==> src/pit_pkg.sv <==
// package: constants for the paired interval timer
package pit_pkg;

  // timer mode field encodings
  localparam logic [1:0] MODE_8BIT       = 2'h0;
  localparam logic [1:0] MODE_16BIT      = 2'h1;

  // lower clock select: external pin or prescaler taps
  localparam logic [1:0] LCLK_EXT        = 2'h0;
  localparam logic [1:0] LCLK_TAP1       = 2'h1;
  localparam logic [1:0] LCLK_TAP4       = 2'h2;
  localparam logic [1:0] LCLK_TAP16      = 2'h3;

  // upper clock select: lower match or prescaler taps
  localparam logic [1:0] UCLK_LMATCH     = 2'h0;
  localparam logic [1:0] UCLK_TAP1       = 2'h1;
  localparam logic [1:0] UCLK_TAP16      = 2'h2;
  localparam logic [1:0] UCLK_TAP256     = 2'h3;

  // flip-flop control field
  localparam logic [1:0] FFC_INVERT      = 2'h0;
  localparam logic [1:0] FFC_SET         = 2'h1;
  localparam logic [1:0] FFC_CLEAR       = 2'h2;
  localparam logic [1:0] FFC_NONE        = 2'h3;

  // reset values
  localparam logic [7:0] RST_COUNT       = 8'h00;
  localparam logic [7:0] RST_COMPARE     = 8'h00;
  localparam logic       RST_FF          = 1'b0;
  localparam logic       RST_FF_INV_EN   = 1'b0;
  localparam logic       RST_FF_SRC      = 1'b0;
  localparam logic       RST_CMP_EN      = 1'b1;

  // synchroniser depth for pin inputs
  localparam int         SYNC_STAGES     = 2;

endpackage

==> src/pit_sync.sv <==
// two-flop synchroniser for pin inputs
`timescale 1ns/1ps

module pit_sync (
  // clock and reset
  input  wire logic core_clk_in,
  input  wire logic rst_in,
  // data
  input  wire logic async_in,
  output logic      sync_out
);

  typedef struct packed {
    logic meta;
    logic stable;
  } sync_state_t;

  sync_state_t state;
  sync_state_t next_state;

  always_comb begin
    next_state        = state;
    next_state.meta   = async_in;
    // first stage read only by the second
    next_state.stable = state.meta;
  end

  always_ff @(posedge core_clk_in or posedge rst_in) begin
    if (rst_in) begin
      state <= '0;
    end else begin
      state <= next_state;
    end
  end

  assign sync_out = state.stable;

endmodule

==> src/pit_top.sv <==
// paired 8/16-bit interval timer with toggle output
// Operation
// - two independent 8-bit timers in 8-bit mode
// - clock select: pin/taps lower, match/taps upper
// - each timer interrupts on its own 8-bit match
// - flip-flop toggles on match, drives pin
// - toggle source selectable lower or upper
// - control write clears, enables, selects source
// - upper counts lower matches when selected
// - mode 01 cascades into 16-bit timer
// - 16-bit upper clocked by lower overflow
// - lower compare low byte, upper high byte
// - low compare write suspends, high resumes
// - 16-bit lower match: no clear, no irq
// - joint 16-bit match clears both, upper irq
// - joint match toggles flip-flop if enabled
`timescale 1ns/1ps

module pit_top (
  // clock and reset
  input  wire logic       core_clk_in,
  input  wire logic       rst_in,
  // run and mode control
  input  wire logic       lower_run_in,
  input  wire logic       upper_run_in,
  input  wire logic [1:0] timer_mode_field_in,
  input  wire logic [1:0] lower_clock_select_in,
  input  wire logic [1:0] upper_clock_select_field_in,
  // compare register writes
  input  wire logic       lower_compare_wr_in,
  input  wire logic       upper_compare_wr_in,
  input  wire logic [7:0] compare_wdata_in,
  // flip-flop control write
  input  wire logic       flipflop_control_wr_in,
  input  wire logic [1:0] flipflop_control_op_in,
  input  wire logic       flipflop_inv_enable_in,
  input  wire logic       flipflop_src_upper_in,
  // prescaler taps and pin
  input  wire logic       tap1_in,
  input  wire logic       tap4_in,
  input  wire logic       tap16_in,
  input  wire logic       tap256_in,
  input  wire logic       external_count_input_in,
  // status
  output logic [7:0]      lower_up_counter_out,
  output logic [7:0]      upper_up_counter_out,
  output logic            lower_timer_irq_out,
  output logic            upper_timer_irq_out,
  output logic            timer_output_pin_out
);

  // ****************************************
  // state
  // ****************************************
  typedef struct packed {
    logic [7:0] lower_compare_value;
    logic [7:0] upper_compare_value;
    logic       cmp_enable;
    logic       ff;
    logic       ff_inv_en;
    logic       ff_src_upper;
    logic [3:0] tap_prev;
    logic       pin_prev;
    logic       lmatch_prev;
    logic       umatch_prev;
    logic       jmatch_prev;
    logic       lower_irq;
    logic       upper_irq;
  } top_state_t;

  top_state_t state;
  top_state_t next_state;

  // pin and tap edges
  logic       ext_sync;
  logic [3:0] taps;
  logic [3:0] tap_rise;
  logic       pin_rise;

  // count ticks and mode
  logic       lower_tick;
  logic       upper_tick;
  logic       mode16;

  // counter status
  logic       lower_match;
  logic       upper_match;
  logic       lower_ovf;
  logic [7:0] lower_count;
  logic [7:0] upper_count;

  // compare hits gated by the compare enable
  logic       lower_hit;
  logic       upper_hit;
  logic       joint_hit;

  // single-cycle events
  logic       joint_clear;
  logic       lower_event;
  logic       upper_event;
  logic       joint_event;

  // interrupt and toggle decisions
  logic       lower_irq_set;
  logic       upper_irq_set;
  logic       toggle_src_event;
  logic       ff_toggle;

  function automatic logic rise(input logic now_v, input logic prev_v);
    rise = now_v && !prev_v;
  endfunction

  // ****************************************
  // clock sources
  // ****************************************
  pit_sync u_ext_sync (
    .core_clk_in (core_clk_in),
    .rst_in      (rst_in),
    .async_in    (external_count_input_in),
    .sync_out    (ext_sync)
  );

  // taps are same-domain prescaler levels; their rising edges are count ticks
  assign taps     = {tap256_in, tap16_in, tap4_in, tap1_in};
  assign tap_rise = taps & ~state.tap_prev;
  // the pin edge trails the pin by two cycles through the synchroniser
  assign pin_rise = rise(ext_sync, state.pin_prev);
  assign mode16   = (timer_mode_field_in == pit_pkg::MODE_16BIT);

  always_comb begin
    case (lower_clock_select_in)
      pit_pkg::LCLK_EXT:   lower_tick = pin_rise;
      pit_pkg::LCLK_TAP1:  lower_tick = tap_rise[0];
      pit_pkg::LCLK_TAP4:  lower_tick = tap_rise[1];
      pit_pkg::LCLK_TAP16: lower_tick = tap_rise[2];
      default:             lower_tick = 1'b0;
    endcase
  end

  always_comb begin
    if (mode16) begin
      upper_tick = lower_ovf;
    end else begin
      case (upper_clock_select_field_in)
        pit_pkg::UCLK_LMATCH: upper_tick = lower_event;
        pit_pkg::UCLK_TAP1:   upper_tick = tap_rise[0];
        pit_pkg::UCLK_TAP16:  upper_tick = tap_rise[2];
        pit_pkg::UCLK_TAP256: upper_tick = tap_rise[3];
        default:              upper_tick = 1'b0;
      endcase
    end
  end

  // ****************************************
  // counters
  // ****************************************
  // in 16-bit mode only the joint match clears, never the lower alone
  pit_unit #(.WIDTH(8)) u_lower (
    .core_clk_in       (core_clk_in),
    .rst_in            (rst_in),
    .run_in            (lower_run_in),
    .tick_in           (lower_tick),
    .clear_in          (joint_clear),
    .clear_on_match_in (!mode16),
    .compare_in        (state.lower_compare_value),
    .count_out         (lower_count),
    .match_out         (lower_match),
    .overflow_out      (lower_ovf)
  );

  pit_unit #(.WIDTH(8)) u_upper (
    .core_clk_in       (core_clk_in),
    .rst_in            (rst_in),
    .run_in            (upper_run_in),
    .tick_in           (upper_tick),
    .clear_in          (joint_clear),
    .clear_on_match_in (!mode16),
    .compare_in        (state.upper_compare_value),
    .count_out         (upper_count),
    .match_out         (upper_match),
    .overflow_out      ()
  );

  // ****************************************
  // match events
  // ****************************************
  // a low byte write in 16-bit mode masks every hit until the high byte
  assign lower_hit   = lower_match && state.cmp_enable;
  assign upper_hit   = upper_match && state.cmp_enable;
  // 16-bit compare: low byte and high byte together
  assign joint_hit   = lower_hit && upper_hit;

  // events fire once on entry to the match value, not every cycle it is held
  assign lower_event = rise(lower_hit, state.lmatch_prev);
  assign upper_event = rise(upper_hit, state.umatch_prev);
  assign joint_event = mode16 && rise(joint_hit, state.jmatch_prev);
  assign joint_clear = joint_event;

  // ****************************************
  // interrupts
  // ****************************************
  // 16-bit mode: the lower match alone never interrupts
  always_comb begin
    if (mode16) begin
      lower_irq_set = 1'b0;
      upper_irq_set = joint_event;
    end else begin
      lower_irq_set = lower_event;
      upper_irq_set = upper_event;
    end
  end

  // ****************************************
  // flip-flop toggle source
  // ****************************************
  // 16-bit mode ignores the source select: only the joint match inverts
  always_comb begin
    if (mode16) begin
      toggle_src_event = joint_event;
    end else if (state.ff_src_upper) begin
      toggle_src_event = upper_event;
    end else begin
      toggle_src_event = lower_event;
    end
  end

  assign ff_toggle = state.ff_inv_en && toggle_src_event;

  // ****************************************
  // registers
  // ****************************************
  always_comb begin
    next_state             = state;
    next_state.tap_prev    = taps;
    next_state.pin_prev    = ext_sync;
    next_state.lmatch_prev = lower_hit;
    next_state.umatch_prev = upper_hit;
    next_state.jmatch_prev = joint_hit;
    next_state.lower_irq   = lower_irq_set;
    next_state.upper_irq   = upper_irq_set;

    if (lower_compare_wr_in) begin
      next_state.lower_compare_value = compare_wdata_in;
      if (mode16) begin
        next_state.cmp_enable = 1'b0;
      end
    end
    if (upper_compare_wr_in) begin
      next_state.upper_compare_value = compare_wdata_in;
      next_state.cmp_enable          = 1'b1;
    end

    if (flipflop_control_wr_in) begin
      // one write sets op, enable and source together
      next_state.ff_inv_en    = flipflop_inv_enable_in;
      next_state.ff_src_upper = flipflop_src_upper_in;
      case (flipflop_control_op_in)
        pit_pkg::FFC_INVERT: next_state.ff = !state.ff;
        pit_pkg::FFC_SET:    next_state.ff = 1'b1;
        pit_pkg::FFC_CLEAR:  next_state.ff = 1'b0;
        // a no-op write must not swallow a toggle of the same cycle
        default:             next_state.ff = state.ff ^ ff_toggle;
      endcase
    end else if (ff_toggle) begin
      next_state.ff = !state.ff;
    end
  end

  always_ff @(posedge core_clk_in or posedge rst_in) begin
    if (rst_in) begin
      state                     <= '0;
      state.lower_compare_value <= pit_pkg::RST_COMPARE;
      state.upper_compare_value <= pit_pkg::RST_COMPARE;
      state.cmp_enable          <= pit_pkg::RST_CMP_EN;
      state.ff                  <= pit_pkg::RST_FF;
      state.ff_inv_en           <= pit_pkg::RST_FF_INV_EN;
      state.ff_src_upper        <= pit_pkg::RST_FF_SRC;
      // no stale match history may look like a fresh entry after reset
      state.tap_prev            <= 4'h0;
      state.pin_prev            <= 1'b0;
      state.lmatch_prev         <= 1'b0;
      state.umatch_prev         <= 1'b0;
      state.jmatch_prev         <= 1'b0;
      state.lower_irq           <= 1'b0;
      state.upper_irq           <= 1'b0;
    end else begin
      state <= next_state;
    end
  end

  // ****************************************
  // outputs
  // ****************************************
  // counters come straight from the unit registers
  assign lower_up_counter_out = lower_count;
  assign upper_up_counter_out = upper_count;
  assign lower_timer_irq_out  = state.lower_irq;
  assign upper_timer_irq_out  = state.upper_irq;
  assign timer_output_pin_out = state.ff;

endmodule

==> src/pit_unit.sv <==
// one 8-bit up counter with comparator
`timescale 1ns/1ps

module pit_unit #(
  parameter int WIDTH = 8
) (
  // clock and reset
  input  wire logic             core_clk_in,
  input  wire logic             rst_in,
  // control
  input  wire logic             run_in,
  input  wire logic             tick_in,
  input  wire logic             clear_in,
  input  wire logic             clear_on_match_in,
  input  wire logic [WIDTH-1:0] compare_in,
  // status
  output logic [WIDTH-1:0]      count_out,
  output logic                  match_out,
  output logic                  overflow_out
);

  typedef struct packed {
    logic [WIDTH-1:0] count;
    logic             pend_clear;
  } unit_state_t;

  unit_state_t state;
  unit_state_t next_state;

  always_comb begin
    next_state = state;
    if (!run_in || clear_in) begin
      next_state.count      = '0;
      next_state.pend_clear = 1'b0;
    end else if (tick_in) begin
      // clear on the tick after a match keeps the compare value for one full period
      if (state.pend_clear) begin
        next_state.count = '0;
      end else begin
        next_state.count = state.count + 1'b1;
      end
      next_state.pend_clear = clear_on_match_in && (next_state.count == compare_in);
    end
  end

  always_ff @(posedge core_clk_in or posedge rst_in) begin
    if (rst_in) begin
      state <= '0;
    end else begin
      state <= next_state;
    end
  end

  assign count_out    = state.count;
  // level while counter equals compare; the top turns it into events
  assign match_out    = run_in && (state.count == compare_in);
  assign overflow_out = run_in && tick_in && (state.count == {WIDTH{1'b1}});

endmodule

==> config.mk <==
export PLATFORM = sky130hd
export DESIGN_NAME = pit_top
export DESIGN_NICKNAME = d
export VERILOG_FILES = /design/src/pit_pkg.sv /design/src/pit_sync.sv /design/src/pit_top.sv /design/src/pit_unit.sv
export SDC_FILE = /design/constraint.sdc
export NUM_CORES = 1
export LEC_CHECK = 0
export BUFFER_PORTS_ARGS = -buffer_cell sky130_fd_sc_hd__buf_2
export CAP_MARGIN = 20
export CORE_MARGIN = 1.5
export CORE_UTILIZATION = 53
export CTS_CLUSTER_DIAMETER = 100
export CTS_CLUSTER_SIZE = 10
export DETAILED_ROUTE_END_ITERATION = 16
export HOLD_SLACK_MARGIN = 0.05
export PLACE_DENSITY = 0.75
export SYNTH_ARGS = -nofsm -noshare
export SYNTH_HDL_FRONTEND = slang
export SYNTH_HIERARCHICAL = 1
export SYNTH_SLANG_ARGS = --single-unit
==> constraint.sdc <==
create_clock -name core_clk_in -period 3.95 [get_ports core_clk_in]
set_input_delay 0.1975 -clock core_clk_in [delete_from_list [all_inputs] [get_ports core_clk_in]]
set_output_delay 0.1975 -clock core_clk_in [all_outputs]
set_load 0.03 [all_outputs]
# Yosys cells after proc, flatten, opt, wreduce, memory -nomap -nowiden
# Index checks and enable logic that the tools add are counted.
[classes] n_reduce_logical=34 n_addsub=2 n_mux=23 n_eq_ne=14 bitwise=3
[ops] op="8-bit two-way mux" n=6
[ops] op="9-bit two-way mux" n=4
[ops] op="8-bit equality test" n=4
[ops] op="8-bit by 1-bit adder with 8-bit output, second input constant" n=2
[ops] op="1-bit logical AND" n=15
[ops] op="2-bit equality test, second input constant" n=5
[ops] op="1-bit two-way mux" n=10
[ops] op="2-bit nonzero test" n=5
[ops] op="2-bit by 1-bit equality test with 1-bit output, second input constant" n=4
[ops] op="8-bit equality test, second input constant" n=1
[ops] op="1-bit zero test" n=8
[ops] op="1-bit case mux with 4 select lines" n=2
[ops] op="2-bit zero test" n=3
[ops] op="4-bit bitwise AND" n=1
[ops] op="4-bit inverter" n=1
[ops] op="1-bit case mux with 3 select lines" n=1
[ops] op="1-bit logical OR" n=2
[ops] op="2-bit AND reduction" n=1
[ops] op="1-bit bitwise XOR" n=1
[totals] wordCells=95 input_bits=30 ff_bits=50

# Depth between registers and ports, before layout
[depth] ltp_word=12 ltp_mapped=16 ltp_nobuf=14

# Hierarchy
# Netlist, hierarchy kept.
[modules_own_cells] module="pit_unit" seq_area_each_um2=225.2 area_each_um2=925.9 n_inst=2 cells_each=118
[modules_own_cells] module="pit_top" seq_area_each_um2=752.0 area_each_um2=1218.7 n_inst=1 cells_each=89
[modules_own_cells] module="pit_sync" seq_area_each_um2=50.0 area_each_um2=53.8 n_inst=1 cells_each=3

# Least setup slack after synthesis
# OpenSTA, ideal clock, no wires.
[synth_path] path_kind="reg-to-reg" start="register u_lower.state, in the netlist u_lower/count_out[3]" end="register u_upper.state, in the netlist u_upper/count_out[5]" stages_incl_launch_ff=15 path_buffers=2 required_time_ps=3878 slack_ps=1576 arrival_ps=2302 cell_sequence="dfrtp_1 buf_6 xnor2_1 nand3_1 nor3_1 nand2_1 nor3_1 o21ai_0 a21oi_1 buf_4 clkinv_1 nor3_1 a21oi_1 a2bb2oi_1 nor2_1"
[synth_between] elab_cells_between_ends=14
[synth_lines] item="start: declaration" line="pit_unit.sv:27" text="unit_state_t state;"
[synth_lines] item="start signal: assignment" line="pit_unit.sv:50" text="state <= next_state;"
[synth_lines] item="8-bit equality test" line="pit_unit.sv:56" text="assign match_out = run_in && (state.count == compare_in);"
[synth_lines] item="1-bit logical AND" line="pit_unit.sv:56"
[synth_lines] item="named net lower_match" line="pit_top.sv:86" text="logic lower_match;"
[synth_lines] item="1-bit logical AND" line="pit_top.sv:188" text="assign lower_hit = lower_match && state.cmp_enable;"
[synth_lines] item="1-bit logical AND" line="pit_top.sv:110" text="rise = now_v && !prev_v;"
[synth_lines] item="1-bit case mux with 4 select lines" line="pit_top.sv:144" text="case (upper_clock_select_field_in)"
[synth_lines] item="1-bit two-way mux" line="pit_top.sv:141" text="if (mode16) begin"
[synth_lines] item="named net upper_tick" line="pit_top.sv:82" text="logic upper_tick;"
[synth_lines] item="2-bit nonzero test (no line)"
[synth_lines] item="end signal: assignment" line="pit_unit.sv:50"
[synth_lines] item="end: declaration" line="pit_unit.sv:27"
# The timed path passes the listed nets, and every way through them passes these cells.
# A chain may end at the register's enable or synchronous reset.

# Worst setup path in the final report
# Ends and elaborated chain as after synthesis.

==> summary.txt <==
Ports: 49
DR WL/cell: 15.0 um
Metal1 wirelength: 3020 um
Nets@finish: 383
Clock network power share: 0.284
Setup repair bufs after CTS: 0
RSZ-0062 raised after global routing: false
Finish-stage setup viols: 0
CTS max path bufs: 2
Clock root cell: clkbuf_8
FP Rows: 27
Worst Path Arrival: 3.57 ns
Met2 wire len: 2880 um
Outcome: finished clean
GRT Total Usage: 0.224
Starting DRT DRC Count: 174
Crit share post-route: 0.844
Max H-tree Level: 2
Required time at the worst-slack endpoint: 4.18 ns
Fin util: 0.598
Placer's final routability congestion estimate: 0.863
Total core area: 5570 um^2
Drt via density: 5.57
DR WL met3: 376 um
Type of the worst setup path: register to register
Post-route ant nets: 0
Psw: 0.294 mW
Largest net degree at the start of global routing: 23
Drt pass-1 iters: 4
Gate power share: 0.173
Initial core utilization: 0.559
Die Width: 79.7 um
Worst Path Buf+Inv: 1
Synth Cell Area: 3120 um^2
Synth Net Count: 358
Peak supply drop: 200 uV
Hold Slack: 0.121 ns
Pins Over Slew Limit: 0
Top Layer Used: met4
# diodes: 0
Initial antenna violation count: 0
Fmax: 300 MHz
CP most frequent cell: nor3_1
Crit path max fanout: 9
First-pass GRT wire length: 11000 um
Vias in the first global route: 2332
Crit path time final: 3.34 ns
Pwr Density: 319 nW/um^2
Internal Pwr Total: 0.772 mW
Final Skew: 0.00441 ns
Synth Instances: 326
Die height: 79.7 um
Layout cell share with drive strength beyond 1: 0.241
Port Buffer Count: 48
Setup crit end kind: register
CTS tree: built
Layout area overhead: 7.07%
Post-Route WL: 6350 um
Fin area: 3340 um^2
Tot Pwr: 1.07 mW
Die area: 6350 um^2
Worst skew pair latency: 0.30 ns
DP Wirelength: 4760 um
Delay of the slowest cell on the worst path: 0.62 ns
Worst-path clk slew: 0.09 ns
Switching Share: 0.276
DRC errors left: 0
Min-Delay Path Class: primary input to register
Cell Chain, Critical Path: xnor2_1 -> nand3_1 -> nor3_1 -> nand2_1 -> nor3_1 -> o21ai_0 -> a21oi_1 -> clkinv_1 -> nor3_1 -> a21oi_1 -> a2bb2oi_1 -> nor2_1
CP startpoint kind: register
Warnings, synthesis: 6
Critical Path Slowest Stage Cell: a21oi_1
Worst slew pin tran: 0.742 ns
TNS Setup: 0 ns
# Max-Cap Violations: 0
Delay-heaviest family, CP: simple AND/OR/NAND/NOR gates
Slew headroom: 0.505
Grt total ovfl: 0
Sequential Power Share: 0.542
CTS buffer count: 5
Vias: 2363
Synth Area per Inst: 9.56 um^2
Final Hold Fails: 0
Clk sinks: 50
DP Area: 3190 um^2
Leak Pwr: 1.49 nW
registers in the layout (all words and copies together) (netlist names):
signal / count
lower_timer_irq_out: 1
state: 27
timer_output_pin_out: 1
u_ext_sync/next_state: 1
u_ext_sync/sync_out: 1
u_lower/count_out: 8
u_lower/state: 1
u_upper/count_out: 8
u_upper/state: 1
upper_timer_irq_out: 1
power by group through the flow:
| stage | clock, mW | sequential [mW] | combinational (mW) |
|---|---|---|---|
| after global routing | 0.330 | 0.584 | 0.205 |
| after global placement | 0 | 0.587 | 0.172 |
| after floorplan | 0 | 0.581 | 0.140 |
| final | 0.303 | 0.578 | 0.185 |
| after detailed placement | 0 | 0.588 | 0.180 |
| after CTS | 0.313 | 0.578 | 0.185 |
routing by layer:
| layer | track usage | vias up |
|---|---|---|
| met1 | 0.313 | 1134 |
| met3 | 0.0480 | 5 |
| met4 | 0.0649 | 0 |
| met5 | 0 | - |
| met2 | 0.350 | 72 |
| li1 | - | 1152 |
layout by cell type, fill, tap and decap left out, types with 2 or more instances in the layout:
master,count
clkbuf_1,2
nand2b_1,5
mux2i_1,10
a2111oi_2,2
nor4_1,4
buf_2,48
xnor2_1,24
clkbuf_8,6
and3_2,2
a21oi_1,20
clkinv_1,2
nor3_1,10
and3_1,4
a2bb2oi_1,2
nor2_1,27
o22ai_1,3
inv_1,10
or3_1,2
a22oi_1,4
nor2b_1,4
dfrtp_1,49
a41o_1,2
nand2_1,26
o21ai_0,11
xor2_1,9
ha_1,2
a221oi_1,2
nor3b_1,3
dlygate4sd3_1,6
mux2_2,18
nand3_1,11
a221o_1,2
nand3b_1,2
nand4_1,4
per-stage QoR:
step | std cells | setup WS, ns
final | 424 | 0.615
after detailed placement | 410 | 0.710
after global routing | 424 | 0.190
after CTS | 424 | 0.667
after global placement | 409 | 0.937
after floorplan | 326 | 1.58
cell type report:
class / instances / area, um^2
inverters: 13 / 48.8
repair buffers: 56 / 335
flip-flops and latches: 50 / 1250
fillers: 495 / 2240
well taps: 72 / 90.1
multi-input cells: 225 / 1520
clock buffers: 8 / 90.1
worst reg2reg max path: stages (launching register included):
cell       delay, ns
dfrtp_1         0.48
xnor2_1         0.29
nand3_1         0.10
nor3_1          0.34
nand2_1         0.15
nor3_1          0.17
o21ai_0         0.12
a21oi_1         0.62
clkinv_1        0.44
nor3_1          0.26
a21oi_1         0.06
a2bb2oi_1       0.14
nor2_1          0.09
timing repair:
action,4_1_cts,5_1_grt
endpoints found under the hold margin,33,0
gates resized for setup,0,0
endpoints found under the setup margin,0,0
hold buffers,6,0
final timing paths:
check                                                         from  depth (start not counted)  slack, ns                                to
worst max-delay path              u_lower/count_out[3]$_DFFE_PP0P_                         12       0.61  u_upper/count_out[5]$_DFFE_PP0P_
worst min-delay path                        flipflop_inv_enable_in                          2       0.12             state[11]$_DFFE_PP0P_
worst max register to register    u_lower/count_out[3]$_DFFE_PP0P_                         12       0.61  u_upper/count_out[5]$_DFFE_PP0P_
worst min register to register  u_ext_sync/next_state[0]$_DFF_PP0_                          0       0.36     u_ext_sync/sync_out$_DFF_PP0_
max in group asynchronous                                   rst_in                          4       2.98             state[13]$_DFFE_PP1P_
min in group asynchronous                                   rst_in                          3       0.31     u_ext_sync/sync_out$_DFF_PP0_
(Power assumes the default switching activity.)
